$ cat src/logic/rmc_map.svh
// Purpose: register addresses, command codes and timing figures of the relay command block
// Assumes: register addresses are the zero-based link register numbers
// Notes:   definitions only
`ifndef RMC_MAP_SVH
`define RMC_MAP_SVH

// ----------------------------------------------------------------
// register addresses
// ----------------------------------------------------------------
`define RMC_ADDR_COMMAND_WORD   16'h9CB9
`define RMC_ADDR_CAL_NAME_LOW   16'h9CBC
`define RMC_ADDR_CAL_NAME_MID   16'h9CBD
`define RMC_ADDR_CAL_NAME_HIGH  16'h9CBE
`define RMC_ADDR_HW_REVISION    16'h9CBF

// ----------------------------------------------------------------
// reset values
// ----------------------------------------------------------------
`define RMC_RST_COMMAND_WORD    16'h0000
`define RMC_RST_CAL_NAME        16'h0000
`define RMC_RST_HW_REVISION     16'h0000

// ----------------------------------------------------------------
// command codes
// ----------------------------------------------------------------
`define RMC_CMD_NONE            16'h0000
`define RMC_CMD_STORE_CAL       16'hC1B0
`define RMC_CMD_STORE_SETT      16'hC1C0
`define RMC_CMD_RELOAD_SW       16'hD166
`define RMC_CMD_RESET           16'hC1A0

// ----------------------------------------------------------------
// function codes and exception answers
// ----------------------------------------------------------------
`define RMC_FC_READ_MULTI       8'h03
`define RMC_FC_WRITE_SINGLE     8'h06
`define RMC_FC_WRITE_MULTI      8'h10
`define RMC_EXC_NONE            8'h00
`define RMC_EXC_BAD_FUNCTION    8'h01
`define RMC_EXC_BAD_ADDRESS     8'h02

// ----------------------------------------------------------------
// front switch fields
// ----------------------------------------------------------------
`define RMC_SW_ADDR_MSB         5
`define RMC_SW_BAUD_LSB         6
`define RMC_SW_NONE             8'h00
`define RMC_BAUD_SW0            3'h3
`define RMC_BAUD_SW1            3'h4
`define RMC_BAUD_SW2            3'h5
`define RMC_BAUD_SW3            3'h7

// ----------------------------------------------------------------
// timing
// ----------------------------------------------------------------
`define RMC_MCLK_KHZ            200000
`define RMC_ACT_HOLD_MS         50
`define RMC_FAIL_BLINK_MS       250

`endif

$ cat src/logic/rmc_pkg.sv
// Purpose: types of the relay command block
// Assumes: nothing
// Notes:   figures live in rmc_map.svh
package rmc_pkg;

  // one register access handed in by the frame engine
  typedef struct packed {
    logic [7:0]  fcode;
    logic [15:0] addr;
    logic [15:0] wdata;
  } rmc_req_t;

  // answer to one register access
  typedef struct packed {
    logic [15:0] rdata;
    logic [7:0]  exc;
  } rmc_rsp_t;

  // configuration in use by the link
  typedef struct packed {
    logic [7:0] node_addr;
    logic [2:0] baud_code;
  } rmc_link_cfg_t;

endpackage

$ cat src/logic/rmc_act_led.sv
// Purpose: activity blinker for one front indicator
// Assumes: act is a one-cycle pulse per frame
// Notes:   each pulse restarts a lit period of HOLD_CYC cycles
`timescale 1ns/1ps
module rmc_act_led #(
  parameter int unsigned HOLD_CYC = 10000000
) (
  // clock and reset
  input  wire logic mclk,
  input  wire logic rst,
  // event and indicator
  input  wire logic act,
  output logic      led
);

  logic [31:0] hold_cnt;

  // ----------------------------------------------------------------
  // hold counter: a busy bus keeps restarting it, so the lamp
  // flickers only between frames rather than per byte
  // ----------------------------------------------------------------
  always_ff @(posedge mclk or posedge rst) begin
    if (rst) begin
      hold_cnt <= 32'h0;
    end else if (act) begin
      hold_cnt <= HOLD_CYC[31:0];
    end else if (hold_cnt != 32'h0) begin
      hold_cnt <= hold_cnt - 32'h1;
    end
  end

  always_ff @(posedge mclk or posedge rst) begin
    if (rst) begin
      led <= 1'b0;
    end else begin
      led <= act || (hold_cnt > 32'h1);
    end
  end

endmodule // rmc_act_led

$ cat src/logic/rmc_relay_cmd.sv
// Purpose: command register, configuration source and front indicators of an
//          eight-relay serial slave
// Assumes: frame engine hands in one register access per req pulse, synchronous
//          to mclk; fcode checked here, crc and node match checked upstream
// Notes:   nonvolatile store and soft reset are requested as pulses only
`timescale 1ns/1ps

`include "rmc_map.svh"

// Function
// RQ1 - writing C1B0 stores calibration; C1C0 stores settings to nonvolatile memory
// RQ2 - writing D166 rereads switches; C1A0 resets; command register resets to zero
// RQ3 - all switches zero selects stored address and baud, else switch values
// RQ4 - switches reach node addresses 0 to 63 only; higher need stored configuration
// RQ5 - baud rates outside the switch set only come from stored configuration
// RQ6 - fail indicator lit while any fail event is active
// RQ7 - receive and transmit indicators blink while frames are exchanged
// RQ8 - each output indicator lit exactly when its relay output is active
// RQ9 - fail indicator blinks intermittently during a firmware update
// RQ10 - a firmware update leaves stored configuration unchanged
// RQ11 - only function codes 3, 6 and 16 are accepted
// RQ12 - unknown command values do nothing; register returns to zero after execution
// RQ13 - switches sampled at reset and on reread command, sampled value used
module rmc_relay_cmd
  import rmc_pkg::*;
#(
  parameter int unsigned ACT_HOLD_CYC   = `RMC_ACT_HOLD_MS * `RMC_MCLK_KHZ,
  parameter int unsigned FAIL_BLINK_CYC = `RMC_FAIL_BLINK_MS * `RMC_MCLK_KHZ
) (
  // clock and reset
  input  wire logic          mclk,
  input  wire logic          rst,
  // register access from the frame engine
  input  wire logic          req,
  input  wire rmc_req_t      req_data,
  output logic               rsp_valid,
  output rmc_rsp_t           rsp_data,
  // front switches and stored configuration
  input  wire logic [7:0]    switch_in,
  input  wire rmc_link_cfg_t stored_cfg,
  output rmc_link_cfg_t      link_cfg,
  output logic               cfg_from_switch,
  // command requests to the rest of the node
  output logic               store_calibration_cmd,
  output logic               store_settings_cmd,
  output logic               reload_switches_cmd,
  output logic               soft_reset_req,
  // status of the node
  input  wire logic [7:0]    fail_events,
  input  wire logic          fw_update_active,
  input  wire logic          frame_rx,
  input  wire logic          frame_tx,
  input  wire logic [7:0]    relay_out,
  // front indicators
  output logic               led_fail,
  output logic               led_rx,
  output logic               led_tx,
  output logic [7:0]         output_indicators
);

  // ----------------------------------------------------------------
  // registers
  // ----------------------------------------------------------------
  logic [15:0] command_word;
  logic [15:0] cal_name_low;
  logic [15:0] cal_name_mid;
  logic [15:0] cal_name_high;
  logic [15:0] hardware_revision;
  logic [7:0]  switch_sample;
  logic        sample_pending;
  logic [31:0] blink_cnt;
  logic        blink_phase;

  // ----------------------------------------------------------------
  // access decode
  // ----------------------------------------------------------------
  logic        fc_read;
  logic        fc_write;
  logic        addr_hit;
  logic        wr_en;
  logic [15:0] next_rdata;
  logic [7:0]  next_exc;

  assign fc_read  = (req_data.fcode == `RMC_FC_READ_MULTI);
  assign fc_write = (req_data.fcode == `RMC_FC_WRITE_SINGLE) ||
                    (req_data.fcode == `RMC_FC_WRITE_MULTI);

  always_comb begin
    addr_hit   = 1'b1;
    next_rdata = 16'h0000;
    case (req_data.addr)
      `RMC_ADDR_COMMAND_WORD:  next_rdata = command_word;
      `RMC_ADDR_CAL_NAME_LOW:  next_rdata = cal_name_low;
      `RMC_ADDR_CAL_NAME_MID:  next_rdata = cal_name_mid;
      `RMC_ADDR_CAL_NAME_HIGH: next_rdata = cal_name_high;
      `RMC_ADDR_HW_REVISION:   next_rdata = hardware_revision;
      default:                 addr_hit   = 1'b0;
    endcase
  end

  // function code is judged before the address, as the link expects
  always_comb begin
    if (!(fc_read || fc_write)) begin
      next_exc = `RMC_EXC_BAD_FUNCTION; // [RQ11]
    end else if (!addr_hit) begin
      next_exc = `RMC_EXC_BAD_ADDRESS;
    end else begin
      next_exc = `RMC_EXC_NONE;
    end
  end

  assign wr_en = req && fc_write && addr_hit; // [RQ11]

  // ----------------------------------------------------------------
  // answer
  // ----------------------------------------------------------------
  always_ff @(posedge mclk or posedge rst) begin
    if (rst) begin
      rsp_valid <= 1'b0;
      rsp_data  <= '0;
    end else begin
      rsp_valid <= req;
      if (req) begin
        rsp_data.exc   <= next_exc;
        rsp_data.rdata <= (fc_read && addr_hit) ? next_rdata : 16'h0000;
      end
    end
  end

  // ----------------------------------------------------------------
  // command register
  // ----------------------------------------------------------------
  // a new write in the clearing cycle wins, so no command is lost
  always_ff @(posedge mclk or posedge rst) begin
    if (rst) begin
      command_word <= `RMC_RST_COMMAND_WORD; // [RQ2]
    end else if (wr_en && req_data.addr == `RMC_ADDR_COMMAND_WORD) begin
      command_word <= req_data.wdata;
    end else begin
      command_word <= `RMC_CMD_NONE; // [RQ12]
    end
  end

  // stores are withheld during an update so the loader cannot
  // overwrite the configuration in nonvolatile memory
  always_ff @(posedge mclk or posedge rst) begin
    if (rst) begin
      store_calibration_cmd <= 1'b0;
      store_settings_cmd    <= 1'b0;
      reload_switches_cmd   <= 1'b0;
      soft_reset_req        <= 1'b0;
    end else begin
      store_calibration_cmd <= 1'b0;
      store_settings_cmd    <= 1'b0;
      reload_switches_cmd   <= 1'b0;
      soft_reset_req        <= 1'b0;
      case (command_word)
        `RMC_CMD_STORE_CAL:  store_calibration_cmd <= !fw_update_active; // [RQ1] [RQ10]
        `RMC_CMD_STORE_SETT: store_settings_cmd    <= !fw_update_active; // [RQ1] [RQ10]
        `RMC_CMD_RELOAD_SW:  reload_switches_cmd   <= 1'b1; // [RQ2]
        `RMC_CMD_RESET:      soft_reset_req        <= 1'b1; // [RQ2]
        default:             soft_reset_req        <= 1'b0; // [RQ12]
      endcase
    end
  end

  // ----------------------------------------------------------------
  // calibration name and hardware revision
  // ----------------------------------------------------------------
  always_ff @(posedge mclk or posedge rst) begin
    if (rst) begin
      cal_name_low  <= `RMC_RST_CAL_NAME;
      cal_name_mid  <= `RMC_RST_CAL_NAME;
      cal_name_high <= `RMC_RST_CAL_NAME;
    end else if (wr_en) begin
      if (req_data.addr == `RMC_ADDR_CAL_NAME_LOW) begin
        cal_name_low <= req_data.wdata;
      end
      if (req_data.addr == `RMC_ADDR_CAL_NAME_MID) begin
        cal_name_mid <= req_data.wdata;
      end
      if (req_data.addr == `RMC_ADDR_CAL_NAME_HIGH) begin
        cal_name_high <= req_data.wdata;
      end
    end
  end

  always_ff @(posedge mclk or posedge rst) begin
    if (rst) begin
      hardware_revision <= `RMC_RST_HW_REVISION;
    end else if (wr_en && req_data.addr == `RMC_ADDR_HW_REVISION) begin
      hardware_revision <= req_data.wdata;
    end
  end

  // ----------------------------------------------------------------
  // switch sampling
  // ----------------------------------------------------------------
  // the reset value cannot be a port, so the first clocked cycle
  // after release takes the sample
  always_ff @(posedge mclk or posedge rst) begin
    if (rst) begin
      sample_pending <= 1'b1;
    end else begin
      sample_pending <= 1'b0;
    end
  end

  always_ff @(posedge mclk or posedge rst) begin
    if (rst) begin
      switch_sample <= `RMC_SW_NONE;
    end else if (sample_pending || reload_switches_cmd) begin
      switch_sample <= switch_in; // [RQ13]
    end
  end

  // ----------------------------------------------------------------
  // configuration source
  // ----------------------------------------------------------------
  logic [2:0] sw_baud;

  // only four codes are reachable from the switches
  always_comb begin
    case (switch_sample[7:`RMC_SW_BAUD_LSB])
      2'h0:    sw_baud = `RMC_BAUD_SW0;
      2'h1:    sw_baud = `RMC_BAUD_SW1;
      2'h2:    sw_baud = `RMC_BAUD_SW2;
      2'h3:    sw_baud = `RMC_BAUD_SW3;
      default: sw_baud = `RMC_BAUD_SW0;
    endcase
  end

  always_ff @(posedge mclk or posedge rst) begin
    if (rst) begin
      cfg_from_switch <= 1'b0;
      link_cfg        <= '0;
    end else if (switch_sample == `RMC_SW_NONE) begin
      cfg_from_switch <= 1'b0;
      link_cfg        <= stored_cfg; // [RQ3]
    end else begin
      cfg_from_switch    <= 1'b1; // [RQ3]
      link_cfg.node_addr <= {2'b00, switch_sample[`RMC_SW_ADDR_MSB:0]}; // [RQ4]
      link_cfg.baud_code <= sw_baud; // [RQ5]
    end
  end

  // ----------------------------------------------------------------
  // fail indicator
  // ----------------------------------------------------------------
  always_ff @(posedge mclk or posedge rst) begin
    if (rst) begin
      blink_cnt   <= 32'h0;
      blink_phase <= 1'b0;
    end else if (!fw_update_active) begin
      blink_cnt   <= 32'h0;
      blink_phase <= 1'b0;
    end else if (blink_cnt >= FAIL_BLINK_CYC - 1) begin
      blink_cnt   <= 32'h0;
      blink_phase <= !blink_phase; // [RQ9]
    end else begin
      blink_cnt <= blink_cnt + 32'h1;
    end
  end

  // update blink overrides fail events: the node is not running then
  always_ff @(posedge mclk or posedge rst) begin
    if (rst) begin
      led_fail <= 1'b0;
    end else if (fw_update_active) begin
      led_fail <= !blink_phase; // [RQ9]
    end else begin
      led_fail <= |fail_events; // [RQ6]
    end
  end

  // ----------------------------------------------------------------
  // output indicators
  // ----------------------------------------------------------------
  genvar gi;
  generate
    for (gi = 0; gi < 8; gi++) begin : g_out_led
      always_ff @(posedge mclk or posedge rst) begin
        if (rst) begin
          output_indicators[gi] <= 1'b0;
        end else begin
          output_indicators[gi] <= relay_out[gi]; // [RQ8]
        end
      end
    end
  endgenerate

  // ----------------------------------------------------------------
  // activity indicators
  // ----------------------------------------------------------------
  rmc_act_led #(
    .HOLD_CYC (ACT_HOLD_CYC)
  ) u_rx_led (
    .mclk (mclk),
    .rst  (rst),
    .act  (frame_rx), // [RQ7]
    .led  (led_rx)
  );

  rmc_act_led #(
    .HOLD_CYC (ACT_HOLD_CYC)
  ) u_tx_led (
    .mclk (mclk),
    .rst  (rst),
    .act  (frame_tx), // [RQ7]
    .led  (led_tx)
  );

endmodule // rmc_relay_cmd

$ cat config.mk
export PLATFORM = sky130hd
export DESIGN_NAME = rmc_relay_cmd
export DESIGN_NICKNAME = d
export VERILOG_FILES = /design/src/logic/rmc_pkg.sv /design/src/logic/rmc_act_led.sv /design/src/logic/rmc_relay_cmd.sv
export VERILOG_INCLUDE_DIRS = /design/src /design/src/logic
export SDC_FILE = /design/constraint.sdc
export NUM_CORES = 1
export LEC_CHECK = 0
export ABC_AREA = 1
export ABC_CLOCK_PERIOD_IN_PS = 9050
export BUFFER_PORTS_ARGS = -buffer_cell sky130_fd_sc_hd__buf_4
export CORE_UTILIZATION = 51
export CTS_CLUSTER_SIZE = 28
export DETAILED_ROUTE_END_ITERATION = 16
export GPL_TIMING_DRIVEN = 0
export PLACE_DENSITY = 0.76
export RECOVER_POWER = 100
export SLEW_MARGIN = 10
export SYNTH_ARGS = -nofsm -noshare
export SYNTH_HDL_FRONTEND = slang
export SYNTH_HIERARCHICAL = 1
export SYNTH_SLANG_ARGS = --single-unit
$ cat constraint.sdc
create_clock -name mclk -period 9.05 [get_ports mclk]
set_input_delay 1.81 -clock mclk [delete_from_list [all_inputs] [get_ports mclk]]
set_output_delay 1.81 -clock mclk [all_outputs]
set_load 0.1 [all_outputs]
======== After elaboration in Yosys (flattened, before gate mapping) ========
Index checks and enable logic that the tools add are counted.
operators by class
  add/sub/neg operators ................... 3
  $lt $le $gt $ge ......................... 3
  equal/unequal tests ..................... 16
  muxes and demuxes ....................... 22
  reduce and logical (&&, ||, !) cells .... 23
operator list
  cell                                                                                   count
  32-bit two-way mux                                                                     6
  16-bit equality test, second input constant                                            9
  16-bit one-hot mux with 5 select lines                                                 1
  32-bit by 1-bit greater-than comparator with 1-bit output, second input constant       2
  32-bit nonzero test                                                                    2
  32-bit by 1-bit subtractor with 32-bit output, second input constant                   2
  32-bit by 1-bit adder with 32-bit output, second input constant                        1
  32-bit by 26-bit greater-or-equal comparator with 1-bit output, second input constant  1
  16-bit two-way mux                                                                     2
  3-bit one-hot mux with 4 select lines                                                  1
  11-bit two-way mux                                                                     1
  1-bit two-way mux                                                                      9
  8-bit by 2-bit equality test with 1-bit output, second input constant                  1
  8-bit by 3-bit equality test with 1-bit output, second input constant                  1
  8-bit by 5-bit equality test with 1-bit output, second input constant                  1
  8-bit logical NOT                                                                      1
  8-bit OR reduction                                                                     1
  2-bit AND reduction                                                                    3
  1-bit logical AND                                                                      5
  1-bit logical OR                                                                       5
  5-bit OR reduction                                                                     1
  2-bit equality test, second input constant                                             2
  2-bit two-way mux                                                                      2
  2-bit nonzero test                                                                     2
  other kinds (4)                                                                        5
word-level totals
  register bits after elaboration ......... 238
  input bits .............................. 81
  output and inout port bits .............. 52
  word-level logic and storage cells ...... 99

======== Depth between registers and ports, before layout ========
Gate-level depths: netlist of run 1.
  depth in word-level cells ............... 6
  mapped depth ............................ 12
  mapped depth without buffers ............ 12

======== Cells and area by module ========
The synthesis of run 1 kept the hierarchy.
by module, submodules not included
  module         times used  cells each  area each (sq um)  seq. area each (sq um)
  rmc_relay_cmd  1           948         7688.6             4155.2
  rmc_act_led    2           327         2229.6             825.8

======== Worst setup path before layout of run 1 ========
OpenSTA, ideal clock, no wires.
  path kind ............................... input to register
  start point ............................. input port req_data[39] (netlist name)
  end point ............................... register cal_name_high[0]
  library setup time ...................... 117 ps
  arrival ................................. 2902 ps
  data required time ...................... 8933 ps
  slack ................................... 6031 ps
  cell stages on the path ................. 8
  path buffers ............................ 1
  cells stage by stage .................... nor2_1 -> and2_1 -> nand3_1 -> a21oi_2 -> nand3_2 -> buf_2 -> nor2_1 -> nor2_1
between the ends
  longest elaborated chain between the ends .. 5
  elaborated cells on any way between the ends .. 6
  those cells by class .................... 2 x eq/ne; 4 x reduce/logical
RTL lines
  item                                                                                                                        RTL line              source
  start: declaration                                                                                                          rmc_relay_cmd.sv:35   input wire rmc_req_t req_data,
  8-bit by 3-bit equality test with 1-bit output (no line) or 8-bit by 5-bit equality test with 1-bit output (tied branches)  --
  1-bit logical OR (*)                                                                                                        rmc_relay_cmd.sv:85   assign fc_write = (req_data.fcode == `RMC_FC_WRITE_SINGLE) ||
  1-bit logical AND (*) (2 in series)                                                                                         rmc_relay_cmd.sv:112  assign wr_en = req && fc_write && addr_hit;
  2-bit AND reduction (no line) (*)                                                                                           --
  end signal: assignment                                                                                                      rmc_relay_cmd.sv:174  cal_name_high <= `RMC_RST_CAL_NAME;
  end signal: assignment                                                                                                      rmc_relay_cmd.sv:183  cal_name_high <= req_data.wdata;
  end: declaration                                                                                                            rmc_relay_cmd.sv:67   logic [15:0] cal_name_high;
Mark *: on every way between the ends. The rest lies on a longest branch, timed or not.
A chain may end at the register's enable or synchronous reset.

======== Worst setup path in the final report of run 1 ========
  start point ............................. register rsp_data[10] (netlist name)
  end point ............................... output port rsp_data[10] (netlist name)
RTL lines
  item                RTL line             source
  start: declaration  rmc_relay_cmd.sv:37  output rmc_rsp_t rsp_data,
No word-level cell between the ends.

==> metrics.md, run 1 <==
| Metric | Value |
|---|---|
| Clock Skews | 0.01021 ns |
| Seq pwr share | 44.1% |
| Int Pwr | approximately 1.8 mW |
| Pwr Density | 172.7 nW/um^2 |
| Port Buf Inserts | 126 |
| EDFF count, synth | 0 |
| Switching power | about 0.61 mW |
| Failing checks | max-capacitance violations, max-slew violations |
| Placer Congestion | ~0.94 |
| Post-synth top area cell | dfrtp_1 |
| Die area | 24440 um^2 |
| Setup TNS | 0 ns |
| Worst Path Max Fanout | 2 |
| Status | finished with violations |
| Period minus WS final | about 3.6 ns |
| Post-route cell area | 14140 um^2 |
| Leakage power | 7.005 nW |
| Vias | 10.81k |
| Layout area overhead | 16.42% |
| Buf/Inv on CP | 1 |
| Boundary Pins | approximately 130 |
| Final Max Slew Viols | between 60 and 70 |
| Vias in the first global route | 10.38k |
| Clock Sinks | about 230 |
| Combinational share of power | 9.7% |
| Slew HR | -90.17% |
| Crit Path Category | reg2out |
| VDD IR-drop max | 123.2 uV |
| Die height | about 160 um |
| Num CTS Buffers | 26 |
| Clk_lat worst skew | 0.53 ns |
| Switch share | approximately 25% |
| Commonest non-fill, non-tap cells in the layout | nand2_1 (379), nor2_1 (318), dfrtp_1 (231) |
| Core area | 23400 um^2 |
| Gr usage total | around a quarter |
| CP max stage cell | clkbuf_1 |
| Number of routed nets with antenna violations | 0 |
| Required time of the worst setup path | 7.24 ns |
| H-tree lvl count | 1 |
| Cell count along the critical path | 1 |
| Residual DRC | 0 |
| CTS tree | yes |
| Top delay family on crit path | buffers and inverters |
| Most used DFF post-synth | dfrtp_1 |
| Antenna diodes | 0 |
| Arr. time, crit path | 1.80 ns |
| Post-CTS Setup Bufs | 0 |
| Crit share post-route | 39.94% |
| Clock slew at reported path FFs | roughly 0.060 ns |
| Power share of the clock group | between 40% and 50% |
| Largest stage delay, worst path | 0.92 ns |
| Overall power | around 2.4 mW |
| Final WL | 30.84 mm |
| Overflow after GRT | 0 |
| Yosys cell types | 41 |
| Detailed placer's ending HPWL | 22.97 mm |
| HP Class | reg2reg |
| Die X | 156.3 um |
| Initial DRT Pass Iterations | 5 |
| Worst path cell trace | clkbuf_1 |
| MaxCap Viol Count | 1 |
| Mapped cell area | 12150 um^2 |
| # rows | 56 |
| Fmax | 276.6 MHz |
| Setup violators final | 0 |
| Crit start category | flip-flop |
| Unrepaired setup endpoints after global routing | no |
| Largest cells by area after synthesis | dfrtp_1 (48%), nand2_1 (12%), nor2_1 (9.7%) |
| First-pass GRT wire length | 50.87 mm |
| Synth warnings | 6 |
| Clock Tree Root | clkbuf_16 |
| Actual slew at the worst max-slew pin | 2.837 ns |
| Fraction of layout cells with a size suffix above 1 | 11.19% |
| Max Root-Sink Buffers | 3 |
| Starting Density | 51.91% |
| Antenna violations before repair | 0 |
| Register area share after synthesis | 47.80% |
| Layout Nets | 1857 |
| Area of the multi-input gates | 5218 um^2 |
| Min-Delay Path Depth | 1 |
| Synthesized area per cell | ~7.6 um^2 |
| Drt via density | 5.131 |
| Post-synthesis register bit count | 232 |
| R2R depth | 10 |
| # resized after CTS | 0 |
| Yosys top cell area share | 47.58% |
| Fin. Hold Viols | 0 |
| Largest net degree at the start of global routing | ~100 |
| Fillers | 2241 |
| Reg area | 5807 um^2 |
| 1st-iter DRT viols | 767 |
| Critical Path End Type | output pin |
| Cells after synthesis | 1602 |
| Placed cell areas | 13570 um^2 |
| Asr flop ratio synth | 100.0% |
| Wire per inst | 14.63 um |
| Hold buffers post-CTS | 0 |
| Leading cell type in the layout, fill and taps excluded | nand2_1 |
-- worst register-to-register path, delay by kind of cell (launching register included) --
| kind | cells | cell delay (ns) |
|---|---|---|
| fa+ha+maj | 1 | 0.35 |
| buf+inv | 3 | 0.89 |
| flops | 1 | 0.40 |
| simple gates | 6 | 1.13 |
-- synthesized netlist by cell type, drive strengths merged (3+ instances only) --
library cell / n
nand2: 390
clkinv: 3
nand3b: 5
a21oi: 24
nor3: 36
nor4: 13
dfrtp: 231
or2: 3
o21bai: 6
xor2: 17
clkbuf: 14
buf: 32
nand3: 127
nor3b: 3
nor2: 355
nand4: 51
o21ai: 73
ha: 7
inv: 203
o2111ai: 3
-- registers in the layout, summed over array words and instances (netlist names), 16 cells and up --
register           count
u_tx_led/hold_cnt     32
u_rx_led/hold_cnt     32
rsp_data              18
cal_name_low          16
cal_name_mid          16
blink_cnt             32
command_word          16
cal_name_high         16
hardware_revision     16
-- power groups by stage --
| stage | registers (mW) | clock network [mW] | logic [mW] |
|---|---|---|---|
| finish | 1.08 | 1.13 | 0.237 |
| global route | 1.08 | 1.19 | 0.261 |
| CTS | 1.08 | 1.14 | 0.250 |
| detailed placement | 1.10 | 0 | 0.248 |
| global placement | 1.09 | 0 | 0.242 |
| floorplan | 1.14 | 0 | 0.122 |
-- worst paths after layout --
check	start	slack (ns)	end
worst max-delay path	rsp_data[10]$_DFFE_PP0P_	5.44	rsp_data[10]
worst min-delay path	blink_cnt[0]$_DFF_PP0_	0.47	blink_cnt[0]$_DFF_PP0_
worst max register to register	u_tx_led/hold_cnt[0]$_DFFE_PP0P_	6.15	u_tx_led/hold_cnt[27]$_DFFE_PP0P_
worst min register to register	blink_cnt[0]$_DFF_PP0_	0.47	blink_cnt[0]$_DFF_PP0_
max in group asynchronous	rst	5.51	hardware_revision[1]$_DFFE_PP0P_
min in group asynchronous	rst	1.74	u_rx_led/hold_cnt[23]$_DFFE_PP0P_
-- logic make-up (layout without fill, tap and decap cells) --
logic type / after synthesis / in the layout / synth area share (%)
fa+ha+maj: 7 / 7 / 0.7209
compound gates: 107 / 107 / 4.810
buf+inv: 252 / 426 / 8.652
flops: 232 / 232 / 47.80
other cells: 1 / 13 / 0.03087
simple gates: 984 / 984 / 36.62
xor+xnor: 19 / 19 / 1.370
-- per-stage QoR --
stage | setup WS, ns | instances | hold slack, ns | util (%)
floorplan | 2.752 | 1614 | 0.4329 | -
global placement | 0.8217 | 2059 | 0.4500 | 57.85
detailed placement | 5.594 | 2060 | 0.4591 | 58.00
CTS | 5.971 | 2107 | 0.4694 | 62.03
global route | 5.089 | 2107 | 0.4993 | 60.43
finish | 5.435 | 2107 | 0.4707 | 60.43
-- cell type report --
type / instances / area share [%]
multi-input combinational: 1130 / 36.89
clock inverter: 9 / 0.8936
tap: 319 / 2.822
inverter: 206 / 5.494
clock buffer: 38 / 5.777
sequential: 232 / 41.06
buffer: 46 / 1.663
timing repair buffer: 127 / 5.397
-- per-layer routing --
layer	global-route usage, %	up-vias	share of wire [%]	wire, um
li1	-	5374	-	-
met1	36.16	5056	44	13700
met2	43.03	334	47	14630
met3	2.686	48	5.8	1776
met4	7.796	0	2.3	721
met5	0	-	0	0
Power figures use the tool's default switching activity.
==> run 2: changes to the inputs <==
--- a/config.mk
+++ b/config.mk
@@ -7,13 +7,13 @@
 export NUM_CORES = 1
 export LEC_CHECK = 0
 export ABC_AREA = 1
-export ABC_CLOCK_PERIOD_IN_PS = 9050
+export ABC_CLOCK_PERIOD_IN_PS = 3300
 export BUFFER_PORTS_ARGS = -buffer_cell sky130_fd_sc_hd__buf_4
 export CORE_UTILIZATION = 51
 export CTS_CLUSTER_SIZE = 28
 export DETAILED_ROUTE_END_ITERATION = 16
 export GPL_TIMING_DRIVEN = 0
-export PLACE_DENSITY = 0.76
+export PLACE_DENSITY = 0.79
 export RECOVER_POWER = 100
 export SLEW_MARGIN = 10
 export SYNTH_ARGS = -nofsm -noshare
==> constraint.sdc (replaced) <==
create_clock -name mclk -period 3.3 [get_ports mclk]
set_input_delay 0.66 -clock mclk [delete_from_list [all_inputs] [get_ports mclk]]
set_output_delay 0.66 -clock mclk [all_outputs]
set_load 0.1 [all_outputs]
==> metrics.md, run 2 (synthesized netlist as in run 1, its figures left out) <==
| Metric | Value |
|---|---|
| Status | finished with violations |
| Failing checks | max-capacitance violations, max-slew violations |
| Antenna diodes | 0 |
| Commonest non-fill, non-tap cells in the layout | nand2_1 (383), nor2_1 (334), dfrtp_1 (231) |
| Crit Path Category | reg2reg |
| Hold buffers post-CTS | 0 |
| Setup violators final | 0 |
| Fmax | 393.3 MHz |
| Switch share | 26.15% |
| VDD IR-drop max | approximately 380 uV |
| Final Max Slew Viols | 59 |
| Layout area overhead | 16.44% |
| Placed cell areas | 13640 um^2 |
| 1st-iter DRT viols | 789 |
| Die X | 156.3 um |
| Die height | 156.3 um |
| Pwr Density | 462.7 nW/um^2 |
| Largest net degree at the start of global routing | 39 |
| Crit start category | flip-flop |
| Leakage power | 7.069 nW |
| Seq pwr share | 45.1% |
| Reg-to-Reg End | u_rx_led/hold_cnt[24]$_DFFE_PP0P_ |
| Non-filler instance count after layout | between 2k and 2.5k |
| CP startpoint | u_rx_led/hold_cnt[0]$_DFFE_PP0P_ |
| Required time of the worst setup path | 3.72 ns |
| Clock slew at reported path FFs | around 0.06 ns |
| Wire per inst | 14.17 um |
| Die area | 24440 um^2 |
| Initial DRT Pass Iterations | 5 |
| Worst Path Max Fanout | 10 |
| Clk_lat worst skew | between 0.5 and 0.6 ns |
| Leading cell type in the layout, fill and taps excluded | nand2_1 |
| End point of the critical path | u_rx_led/hold_cnt[24]$_DFFE_PP0P_ |
| Met3 Track Usage GR | 3.794% |
| Post-route cell area | 14140 um^2 |
| Largest regs | blink_cnt (32), u_rx_led/hold_cnt (32), u_tx_led/hold_cnt (32) |
| Fin. Hold Viols | 0 |
| Int Pwr | 4.834 mW |
| Gr usage total | 25.28% |
| Fraction of layout cells with a size suffix above 1 | 10.76% |
| MaxCap Viol Count | 2 |
| Cell count after placement | around 2.1k |
| Max Root-Sink Buffers | 3 |
| Unrepaired setup endpoints after global routing | no |
| Layout Nets | between 1.5k and 2k |
| Period minus WS final | 2.543 ns |
| H-tree lvl count | 1 |
| Vias | 10.85k |
| Global Route met1 Usage | roughly 33% |
| Core area | 23400 um^2 |
| Actual slew at the worst max-slew pin | 1.681 ns |
| # resized after CTS | 0 |
| R2R depth | 10 |
| Num CTS Buffers | 26 |
| Starting Density | 51.91% |
| Clock Skews | 0.01129 ns |
| Clock Sinks | 232 |
| Slew HR | -12.08% |
| Combinational share of power | 10.0% |
| Final WL | 29.94 mm |
| Arr. time, crit path | 2.96 ns |
| Critical Path End Type | flip-flop |
| Port Buf Inserts | 126 |
| CTS tree | yes |
| First-pass GRT wire length | around 50 mm |
| Switching power | 1.711 mW |
| Final Core Density | 60.44% |
| R2r setup slk | 0.76 ns |
| Vias in the first global route | approximately 10k |
| Antenna violations before repair | 0 |
| Number of routed nets with antenna violations | 0 |
| Post-CTS Setup Bufs | 0 |
| Clock Tree Root | clkbuf_16 |
| # rows | 56 |
| Detailed placer's ending HPWL | approximately 23 mm |
| Drt via density | 5.138 |
| Gr busiest metal | met2 |
| HP Class | in2async |
| Overflow after GRT | 0 |
| Residual DRC | 0 |
| Boundary Pins | approximately 130 |
| Met2 track demand over resource | 42.62% |
| Power share of the clock group | 44.9% |
| Worst reg2reg startpoint | u_rx_led/hold_cnt[0]$_DFFE_PP0P_ |
| Placer Congestion | 0.9417 |
| Crit share post-route | 77.05% |
-- run 2: per-layer routing --
metal  vias to the layer above  share of wire, %
li1                       5376                 -
met1                      5039                43
met2                       367                47
met3                        70               6.2
met4                         0               3.3
met5                         -                 0
-- run 2: worst max-delay path: stages (launching register included) --
cell and delay [ns]:
dfrtp_1 0.40, inv_1 0.12, ha_1 0.36, nand2_4 0.09, nor2_1 0.37, nand2_1 0.29, clkinvlp_2 0.16, nand2_1 0.22
nor2_8 0.21, buf_12 0.15, nor2_1 0.05
-- run 2: area by class of cell --
class                   instances  area, um^2
fillers                      2186        9258
flip-flops and latches        232        5807
clock inverters                17       180.2
multi-input cells            1130        5189
inverters                     206       777.0
plain buffers                  46       260.3
repair buffers                131       833.3
clock buffers                  31       699.4
well taps                     319       399.1
-- run 2: how the worst min path moves through the flow --
stage | startpoint | end | slack [ns]
3_5_place_dp | blink_cnt[0]$_DFF_PP0_ | blink_cnt[0]$_DFF_PP0_ | 0.45
3_3_place_gp | switch_sample[4]$_DFFE_PP0P_ | link_cfg[7]$_DFF_PP0_ | 0.45
5_1_grt | relay_out[4] | output_indicators[4]$_DFF_PP0_ | 0.23
6_report | rst | blink_cnt[5]$_DFF_PP0_ | 0.23
4_1_cts | rst | blink_cnt[6]$_DFF_PP0_ | 0.14
2_1_floorplan | blink_cnt[0]$_DFF_PP0_ | blink_cnt[0]$_DFF_PP0_ | 0.43
-- run 2: power groups by stage --
stage	Combinational [mW]	Sequential (mW)	Clock, mW
final	0.654	2.95	2.94
after global placement	0.659	3.00	0
after global routing	0.720	2.96	3.10
after floorplan	0.336	3.13	0
after detailed placement	0.685	3.00	0
after CTS	0.689	2.95	2.99
-- run 2: stage by stage --
stage                     setup TNS [ns]  worst slack, ns  total power, mW  hold slack [ns]
after CTS                              0            1.246            6.637           0.1402
after detailed placement               0            1.031            3.690           0.4542
after global routing                   0           0.5545            6.779           0.2273
after floorplan                        0           0.5281            3.462           0.4329
final                                  0           0.7574            6.545           0.2315
after global placement            -84.50          -0.5252            3.663           0.4486
